$ cat src/cabe_pkg.sv
// package for the arithmetic, bit and branch execution unit
// assumes a decoder that presents one operation per instruction cycle
package cabe_pkg;

  // operation codes presented by the decoder
  typedef enum logic [2:0] {
    CABE_OP_NONE,
    CABE_OP_ADD,
    CABE_OP_ADDC,
    CABE_OP_ASR,
    CABE_OP_BCLR,
    CABE_OP_SKIP_ZERO,
    CABE_OP_SKIP_ONE,
    CABE_OP_JUMP
  } cabe_op_t;

  localparam int CABE_DATA_W = 8;
  localparam int CABE_ADDR_W = 7;
  localparam int CABE_PC_W = 15;
  localparam int CABE_LIT_W = 9;
  localparam int CABE_DIGIT_POS = 4;
  localparam logic CABE_DEST_WORK = 1'h0;
  localparam logic [7:0] CABE_RESET_WORK = 8'h00;
  localparam logic [14:0] CABE_RESET_PC = 15'h0000;
  localparam logic [14:0] CABE_PC_STEP = 15'h0001;

endpackage : cabe_pkg

$ cat src/cabe_exec.sv
// execution unit for add, add with carry, arithmetic shift, bit clear,
// bit test and skip, and relative jump
// assumes file read data arrives combinationally for file_addr of this cycle
`timescale 1ns/10ps
`default_nettype none

module cabe_exec (
  // clock and reset
  input wire logic clk,
  input wire logic rst,
  // decoded instruction
  input wire logic op_valid,
  input wire cabe_pkg::cabe_op_t op_code,
  input wire logic [6:0] op_file_addr,
  input wire logic op_dest,
  input wire logic [2:0] op_bit_sel,
  input wire logic [8:0] op_literal,
  // data memory
  output logic [6:0] file_addr,
  input wire logic [7:0] file_rdata,
  output logic file_we,
  output logic [7:0] file_wdata,
  output logic [6:0] file_waddr,
  // core state
  output logic [7:0] work_reg,
  output logic carry_flag,
  output logic digit_carry_flag,
  output logic zero_flag,
  output logic [14:0] pc,
  output logic flush_cycle
);

  // ==========================================================================
  // arithmetic helpers
  // ==========================================================================
  // nibble-split adder so digit carry and carry come from one place
  function automatic logic [9:0] add8(input logic [7:0] a, input logic [7:0] b,
                                      input logic cin);
    logic [4:0] lo;
    logic [4:0] hi;
    lo = {1'b0, a[3:0]} + {1'b0, b[3:0]} + {4'h0, cin};
    hi = {1'b0, a[7:4]} + {1'b0, b[7:4]} + {4'h0, lo[4]};
    add8 = {hi[4], lo[4], hi[3:0], lo[3:0]};
  endfunction

  // ==========================================================================
  // decode helpers
  // ==========================================================================
  // one place decides whether an op in this slot really runs; a dropped slot
  // must never reach the flags, the file or the counter
  function automatic logic op_is(input cabe_pkg::cabe_op_t code,
                                 input cabe_pkg::cabe_op_t want,
                                 input logic live);
    op_is = live && (code == want);
  endfunction

  // sign-extend the 9-bit offset to the counter width
  function automatic logic [14:0] sext_offset(input logic [8:0] lit);
    sext_offset = {{6{lit[8]}}, lit};
  endfunction

  assign file_addr = op_file_addr;

  logic skip_reg;
  logic skip_next;
  logic jump_reg;
  logic [7:0] result;
  logic [9:0] sum;
  logic writes;
  logic sets_cdz;
  logic sets_cz;
  logic bit_val;
  logic active;
  logic take_jump;

  // ==========================================================================
  // combinational datapath
  // ==========================================================================
  // the second cycle of a taken skip or a jump is the no-op slot: the fetched word is dropped
  assign active = op_valid && !skip_reg && !jump_reg;
  assign take_jump = op_is(op_code, cabe_pkg::CABE_OP_JUMP, active);
  assign bit_val = file_rdata[op_bit_sel];

  always_comb begin
    sum = add8(work_reg, file_rdata, 1'b0);
    result = file_rdata;
    writes = 1'b0;
    sets_cdz = 1'b0;
    sets_cz = 1'b0;
    skip_next = 1'b0;
    if (active) begin
      case (op_code)
        cabe_pkg::CABE_OP_ADD: begin
          result = sum[7:0];
          writes = 1'b1;
          sets_cdz = 1'b1;
        end
        cabe_pkg::CABE_OP_ADDC: begin
          sum = add8(work_reg, file_rdata, carry_flag);
          result = sum[7:0];
          writes = 1'b1;
          sets_cdz = 1'b1;
        end
        cabe_pkg::CABE_OP_ASR: begin
          result = {file_rdata[7], file_rdata[7:1]};
          writes = 1'b1;
          sets_cz = 1'b1;
        end
        cabe_pkg::CABE_OP_BCLR: begin
          result = file_rdata & ~(8'h01 << op_bit_sel);
          writes = 1'b1;
        end
        cabe_pkg::CABE_OP_SKIP_ZERO: skip_next = !bit_val;
        cabe_pkg::CABE_OP_SKIP_ONE: skip_next = bit_val;
        default: begin
        end
      endcase
    end
  end

  // ==========================================================================
  // destination writes
  // ==========================================================================
  // bit clear always targets the file; others follow the destination bit
  always_ff @(posedge clk or posedge rst) begin
    if (rst) begin
      work_reg <= cabe_pkg::CABE_RESET_WORK;
      file_we <= 1'b0;
      file_wdata <= 8'h00;
      file_waddr <= 7'h00;
    end else begin
      file_we <= 1'b0;
      file_wdata <= result;
      file_waddr <= op_file_addr;
      if (writes) begin
        if (op_code != cabe_pkg::CABE_OP_BCLR && op_dest == cabe_pkg::CABE_DEST_WORK) begin
          work_reg <= result;
        end else begin
          file_we <= 1'b1;
        end
      end
    end
  end

  // ==========================================================================
  // status flags
  // ==========================================================================
  // carry: out of bit 7 on adds, old bit 0 on the shift
  always_ff @(posedge clk or posedge rst) begin
    if (rst) begin
      carry_flag <= 1'b0;
    end else if (sets_cdz) begin
      carry_flag <= sum[9];
    end else if (sets_cz) begin
      carry_flag <= file_rdata[0];
    end
  end

  // digit carry: only the adds touch it; the shift leaves it alone
  always_ff @(posedge clk or posedge rst) begin
    if (rst) begin
      digit_carry_flag <= 1'b0;
    end else if (sets_cdz) begin
      digit_carry_flag <= sum[8];
    end
  end

  // zero: every op that moves data through the adder or the shifter
  always_ff @(posedge clk or posedge rst) begin
    if (rst) begin
      zero_flag <= 1'b0;
    end else if (sets_cdz || sets_cz) begin
      zero_flag <= (result == 8'h00);
    end
  end

  // ==========================================================================
  // program counter
  // ==========================================================================
  // pc advances every cycle, the dropped slot included; a jump adds its offset
  // to the already stepped value, so the target is pc plus one plus the offset
  always_ff @(posedge clk or posedge rst) begin
    if (rst) begin
      pc <= cabe_pkg::CABE_RESET_PC;
    end else if (take_jump) begin
      pc <= pc + cabe_pkg::CABE_PC_STEP + sext_offset(op_literal);
    end else begin
      pc <= pc + cabe_pkg::CABE_PC_STEP;
    end
  end

  // ==========================================================================
  // no-op slot
  // ==========================================================================
  // the word behind a taken skip or a jump is already in flight, so it is
  // dropped here rather than stalling the decoder
  always_ff @(posedge clk or posedge rst) begin
    if (rst) begin
      skip_reg <= 1'b0;
      jump_reg <= 1'b0;
      flush_cycle <= 1'b0;
    end else begin
      skip_reg <= skip_next;
      jump_reg <= take_jump;
      flush_cycle <= skip_next || take_jump;
    end
  end

endmodule // cabe_exec

`default_nettype wire

$ cat config.mk
export PLATFORM = sky130hd
export DESIGN_NAME = cabe_exec
export DESIGN_NICKNAME = d
export VERILOG_FILES = /design/src/cabe_pkg.sv /design/src/cabe_exec.sv
export SDC_FILE = /design/constraint.sdc
export NUM_CORES = 1
export LEC_CHECK = 0
export BUFFER_PORTS_ARGS = -buffer_cell sky130_fd_sc_hd__buf_2
export CORE_UTILIZATION = 25
export CTS_CLUSTER_DIAMETER = 80
export DETAILED_ROUTE_END_ITERATION = 10
export PLACE_DENSITY = 0.53
export SETUP_SLACK_MARGIN = 0.02
export SLEW_MARGIN = 20
export SYNTH_ARGS = -nofsm -noshare
export SYNTH_HDL_FRONTEND = slang
export SYNTH_SLANG_ARGS = --single-unit
export TNS_END_PERCENT = 100
$ cat constraint.sdc
create_clock -name clk -period 9.76 [get_ports clk]
set_clock_uncertainty 0.15 [all_clocks]
set_input_delay 1.952 -clock clk [delete_from_list [all_inputs] [get_ports clk]]
set_output_delay 1.952 -clock clk [all_outputs]
set_load 0.03 [all_outputs]
* Word-level counts from Yosys, hierarchy flattened
Index checks and enable logic that the tools add are counted.
** Operators by class
- Reductions and logical operators :: 14
- Bitwise logic cells :: 3
- Multiplexer cells :: 19
- Shift-type cells :: 1
- Order comparisons :: 1
- Add/subtract/negate cells :: 7
- Eq/ne operators :: 8
** Operators by type and width (number)
- 8-bit one-hot mux with 4 select lines :: 1
- 10-bit two-way mux :: 2
- 15-bit by 1-bit adder with 15-bit output (second input constant) :: 1
- 15-bit adder :: 1
- 5-bit by 1-bit adder with 5-bit output :: 3
- 15-bit two-way mux :: 1
- 3-bit equality test (second input constant) :: 4
- 1-bit two-way mux :: 12
- 4-bit by 4-bit adder with 5-bit output :: 2
- 8-bit AND :: 1
- 8-bit zero test :: 1
- 8-bit two-way mux :: 1
- 8-bit inverter :: 1
- 1-bit by 3-bit << shifter with 8-bit output (first input constant) :: 1
- 3-bit by 2-bit equality test with 1-bit output (second input constant) :: 2
- 1-bit logical AND :: 4
- 3-bit by 4-bit less-than comparator with 1-bit output (second input constant) :: 1
- 4-bit OR reduction :: 1
- 1-bit binary-select mux with 3-bit select :: 1
- 3-bit by 1-bit equality test with 1-bit output (second input constant) :: 1
- 1-bit zero test :: 3
- 3-bit != test (second input constant) :: 1
- 1-bit logical OR :: 2
- 1-bit one-hot mux with 2 select lines :: 1
- 4 further kinds :: 4
** Storage, ports and cells
- Flip-flop bits (word level) :: 45
- Bits of input ports :: 34
- Output and inout port bits :: 50
- Logic and storage cells :: 64

* Logic depth before layout (Yosys ltp)
- Word-level depth :: 6
- Mapped depth :: 13
- Mapped depth without buffers :: 13

* Worst setup path after synthesis
Ideal clock, no wire load.
- Path kind :: input -> register
- Start :: input port file_rdata[0]
- End :: register zero_flag
- Stages :: 13
- Setup slack :: 4.625 ns
- Library setup time :: 0.092 ns
- Required time :: 9.518 ns
- Arrival time :: 4.894 ns
- Buffers on the path :: 0
- Cells stage by stage :: ha_1 > fa_1 > ha_1 > nand2_1 > nor3_1 > xor2_1 > ha_1 > ha_1 > a22oi_1 > mux2i_1 > or3b_1 > or4_1 > o31ai_2
** Between the ends
- Longest elaborated chain between the ends :: 6
- Elaborated cells on any way between the ends :: 8
- Those cells by class :: 4 x add/sub; 2 x mux; 1 x bitwise; 1 x reduce/logical
** RTL lines
- from (decl) :: RTL line cabe_exec.sv:20 : input wire logic [7:0] file_rdata,
- 4-bit by 4-bit adder with 5-bit output * :: RTL line cabe_exec.sv:41 : lo = {1'b0, a[3:0]} + {1'b0, b[3:0]} + {4'h0, cin};
- 5-bit by 1-bit adder with 5-bit output :: RTL line cabe_exec.sv:41
- 5-bit by 1-bit adder with 5-bit output :: RTL line cabe_exec.sv:42 : hi = {1'b0, a[7:4]} + {1'b0, b[7:4]} + {4'h0, lo[4]};
- 8-bit one-hot mux with 4 select lines * :: RTL line cabe_exec.sv:92 : case (op_code)
- 8-bit two-way mux * :: RTL line cabe_exec.sv:91 : if (active) begin
- via result[5] :: RTL line cabe_exec.sv:67 : logic [7:0] result;
- 8-bit zero test * :: RTL line cabe_exec.sv:173 : zero_flag <= (result == 8'h00);
- to (signal assigned) :: RTL line cabe_exec.sv:173
- to (decl) :: RTL line cabe_exec.sv:28 : output logic zero_flag,
The timed path passes the listed nets; every way through them passes the cells marked *.
A chain may end at the register's enable or synchronous reset.

* Worst setup path after layout
Same ends and word-level chain as after synthesis.

==> results.py <==
metrics = {
    "setup_path": {
        "reg2reg_depth": 13,
        "crit_path_max_incr_delay_ns": 0.43,
        "cp_top_family": "simple AND/OR/NAND/NOR gates",
        "endpoint_kind": "flip-flop",
        "crit_chain": "buf_2, ha_1, fa_1, xor2_1, nand2_1, nor3_1, xor2_1, ha_1, ha_1, a22oi_1, mux2i_1, or3b_1, or4_1, o31ai_2",
        "crit_slowest_cell": "or4_1",
        "start_kind": "input pin",
        "critical_path_peak_fanout": 4,
        "crit_top_cell": "ha_1",
        "crit_type": "in2reg",
        "path_buf_inv": 1,
        "crit_required_ns": 9.81,
        "arrival_ns": 5.36,
        "worst-path-stages": 14,
    },
    "timing": {
        "slew_headroom_pct": 46.2,
        "rsz0062_at_grt": "no",
        "max_freq_mhz": 188,
        "fin_crit_sh_pct": 54.5,
        "slew_violations": 0,
        "fin_crit_ns": 5.32,
        "hold_viol": 0,
        "finalSetupViolCount": 0,
        "worst_pin_slew_ns": 0.804,
        "setup_tns_ns": 0,
    },
    "cells_and_area": {
        "largest_reg_flops": 15,
        "fin_nets": 501,
        "final-seq-area_um2": 1130,
        "fill_cells": 1393,
        "drive_gt1_share_pct": 27.3,
        "fin_util_pct": 30.9,
        "multi_input_area_um2": 2150,
        "area_growth_pct": 19.7,
        "diodes": 0,
        "layout.cells.non_filler": 612,
    },
    "logic_synthesis": {
        "synth_top_family_by_area": "simple AND/OR/NAND/NOR gates",
        "synth_mux_area_share_pct": 7.40,
        "ys_seq_area_share_pct": 32.8,
        "ys_top_cells_by_count": "45 x dfrtp_1, 29 x ha_1, 27 x nor2_1",
        "synth-seq-cells": 45,
        "synth-compound-area-share_pct": 16.7,
        "synth_top_area_share_pct": 32.8,
        "ys_top_cells_by_area": "dfrtp_1 33%, ha_1 11%, mux2_2 4.6%",
        "synth_area_per_cell_um2": 9.43,
        "yosys.area_share.adder_pct": 12.3,
        "post_synth_inst_count": 364,
        "synth_edf_count": 0,
        "async_reset_ff_share_pct": 100,
        "synth_area_leader_cell": "dfrtp_1",
        "ys_warn_count": 0,
        "synth-xor-area-share_pct": 7.62,
        "synth_most_common_cell": "dfrtp_1",
        "synth_area_um2": 3430,
        "synthFlopType": "dfrtp_1",
        "ys_types": 57,
        "synth_nets": 430,
        "yosys.area_share.simple_pct": 18.6,
    },
    "place": {
        "portBuffers": 83,
        "placed_cells": 604,
        "post-dp-hpwl_um": 7700,
        "place_congestion": 0.807,
    },
    "clock_tree": {
        "cts_buffers": 5,
        "clock_sinks": 45,
        "htree_levels": 2,
        "ctsHoldBuffers": 0,
        "clk_path_buf_depth": 2,
        "root_buffer": "clkbuf_16",
        "path_clk_slew_ns": 0.07,
        "clock_latency_ns": 0.29,
        "postCtsSetupBuffers": 0,
        "cts-resized-gates": 0,
        "cts_tree": "done",
    },
    "worst_hold_path": {
        "min_path_type": "reg2reg",
        "min_delay_path_depth": 1,
    },
    "routing": {
        "drtPass1Iterations": 4,
        "viasPerCell": 4.85,
        "vias": 2967,
        "wl_per_cell_um": 15.7,
        "routed_wl_um": 9600,
        "drc": 0,
        "ant_nets": 0,
        "drt-initial-drc-count": 185,
    },
    "run": {
        "maxCapViolations": 0,
    },
    "floorplan": {
        "die-area_um2": 14200,
        "die_y_um": 119,
        "dieWidth_um": 119,
        "rows": 42,
        "pin_count": 84,
        "start_util_pct": 25.8,
        "fp.coreArea_um2": 13300,
    },
    "power": {
        "leakage_nw": 1.92,
        "ir_worst_vdd_v": 0.000121,
        "p_per_area_nw_per_um2": 270,
    },
    "global_route": {
        "overflow": 0,
        "antenna_found_initial": 0,
        "grt_pass1_wl_um": 15600,
        "grt_use_total_pct": 13.9,
        "grt_pass1_vias": 3050,
        "grt_max_degree": 46,
    },
    "run_status": {
        "run_status": "finished, final reports clean",
    },
}
## area by class of cell
type | instances | share of cell area [%]
sequential | 45 | 27.4
tap | 176 | 5.36
clock buffer | 5 | 3.05
inverter | 13 | 1.22
timing repair buffer | 83 | 10.1
clock inverter | 3 | 0.518
multi-input combinational | 287 | 52.3
## final timing paths
path	from	endpoint	slack, ns
max	file_rdata[0]	zero_flag	4.44
min reg2reg	pc[0]	pc[0]	0.37
max reg2reg	work_reg[0]	zero_flag	5.82
min	pc[0]	pc[0]	0.37
min in group asynchronous	rst	file_waddr[3]	1.63
max in group asynchronous	rst	work_reg[0]	7.35
## cells in the final DEF, fill, tap and decap left out, types with 2 or more instances in the layout
master,n
clkbuf_16,5
or3b_1,3
nand2_1,22
mux2i_1,4
a22oi_1,5
o21ai_0,19
nor3b_2,2
mux2_2,14
a211oi_1,7
nand3_1,11
nor2b_1,4
nor3b_1,6
xnor2_1,13
o22ai_1,4
o21ai_1,3
or4_1,2
a21oi_1,19
ha_1,29
a31oi_1,3
clkinv_2,2
buf_2,83
and3_1,7
and2_1,6
inv_1,11
a21o_1,10
nor4_1,2
a311oi_1,2
xor2_1,15
nand2b_1,9
or3_1,4
nor3_1,3
nor2_1,27
dfrtp_1,45
nand4_1,6
o31ai_1,2
mux4_2,2
fa_1,3
## report_power, final
part / switching [mW] / internal [mW] / total, mW
Sequential: 0.0464 / 0.236 / 0.283
Clock: 0.0753 / 0.0954 / 0.171
Combinational: 0.402 / 0.255 / 0.657
Total: 0.523 / 0.587 / 1.11
## metal layers
layer | share of wire (%) | vias to the layer above | GRT usage [%]
met5 | 0 | - | 0
met4 | 2.1 | 0 | 5.93
met3 | 2.7 | 10 | 1.34
met2 | 52 | 57 | 25.5
met1 | 43 | 1440 | 16.5
li1 | - | 1460 | -
## through the flow
stage | total power, mW | hold slack [ns] | area [um2] | worst slack [ns]
final | 1.11 | 0.374 | 4110 | 4.44
after global routing | 1.20 | 0.404 | 4110 | 4.22
after CTS | 1.13 | 0.381 | 4110 | 4.45
after detailed placement | 0.945 | 0.372 | 3960 | 4.15
after global placement | 0.940 | 0.354 | 3960 | 4.24
after floorplan | 0.779 | 0.401 | 3430 | 4.62
## cell families (layout without fill, tap and decap cells)
group                      count (synthesis)  after routing
and+or+nand+nor                          118            118
AOI/OAI and AO/OA                         87             87
DFF                                       45             45
adders and majority gates                 32             32
buffers and inverters                     32            104
xor gates and xnor gates                  29             29
muxes                                     21             21
Note: power is estimated with default switching activity, not from simulation.
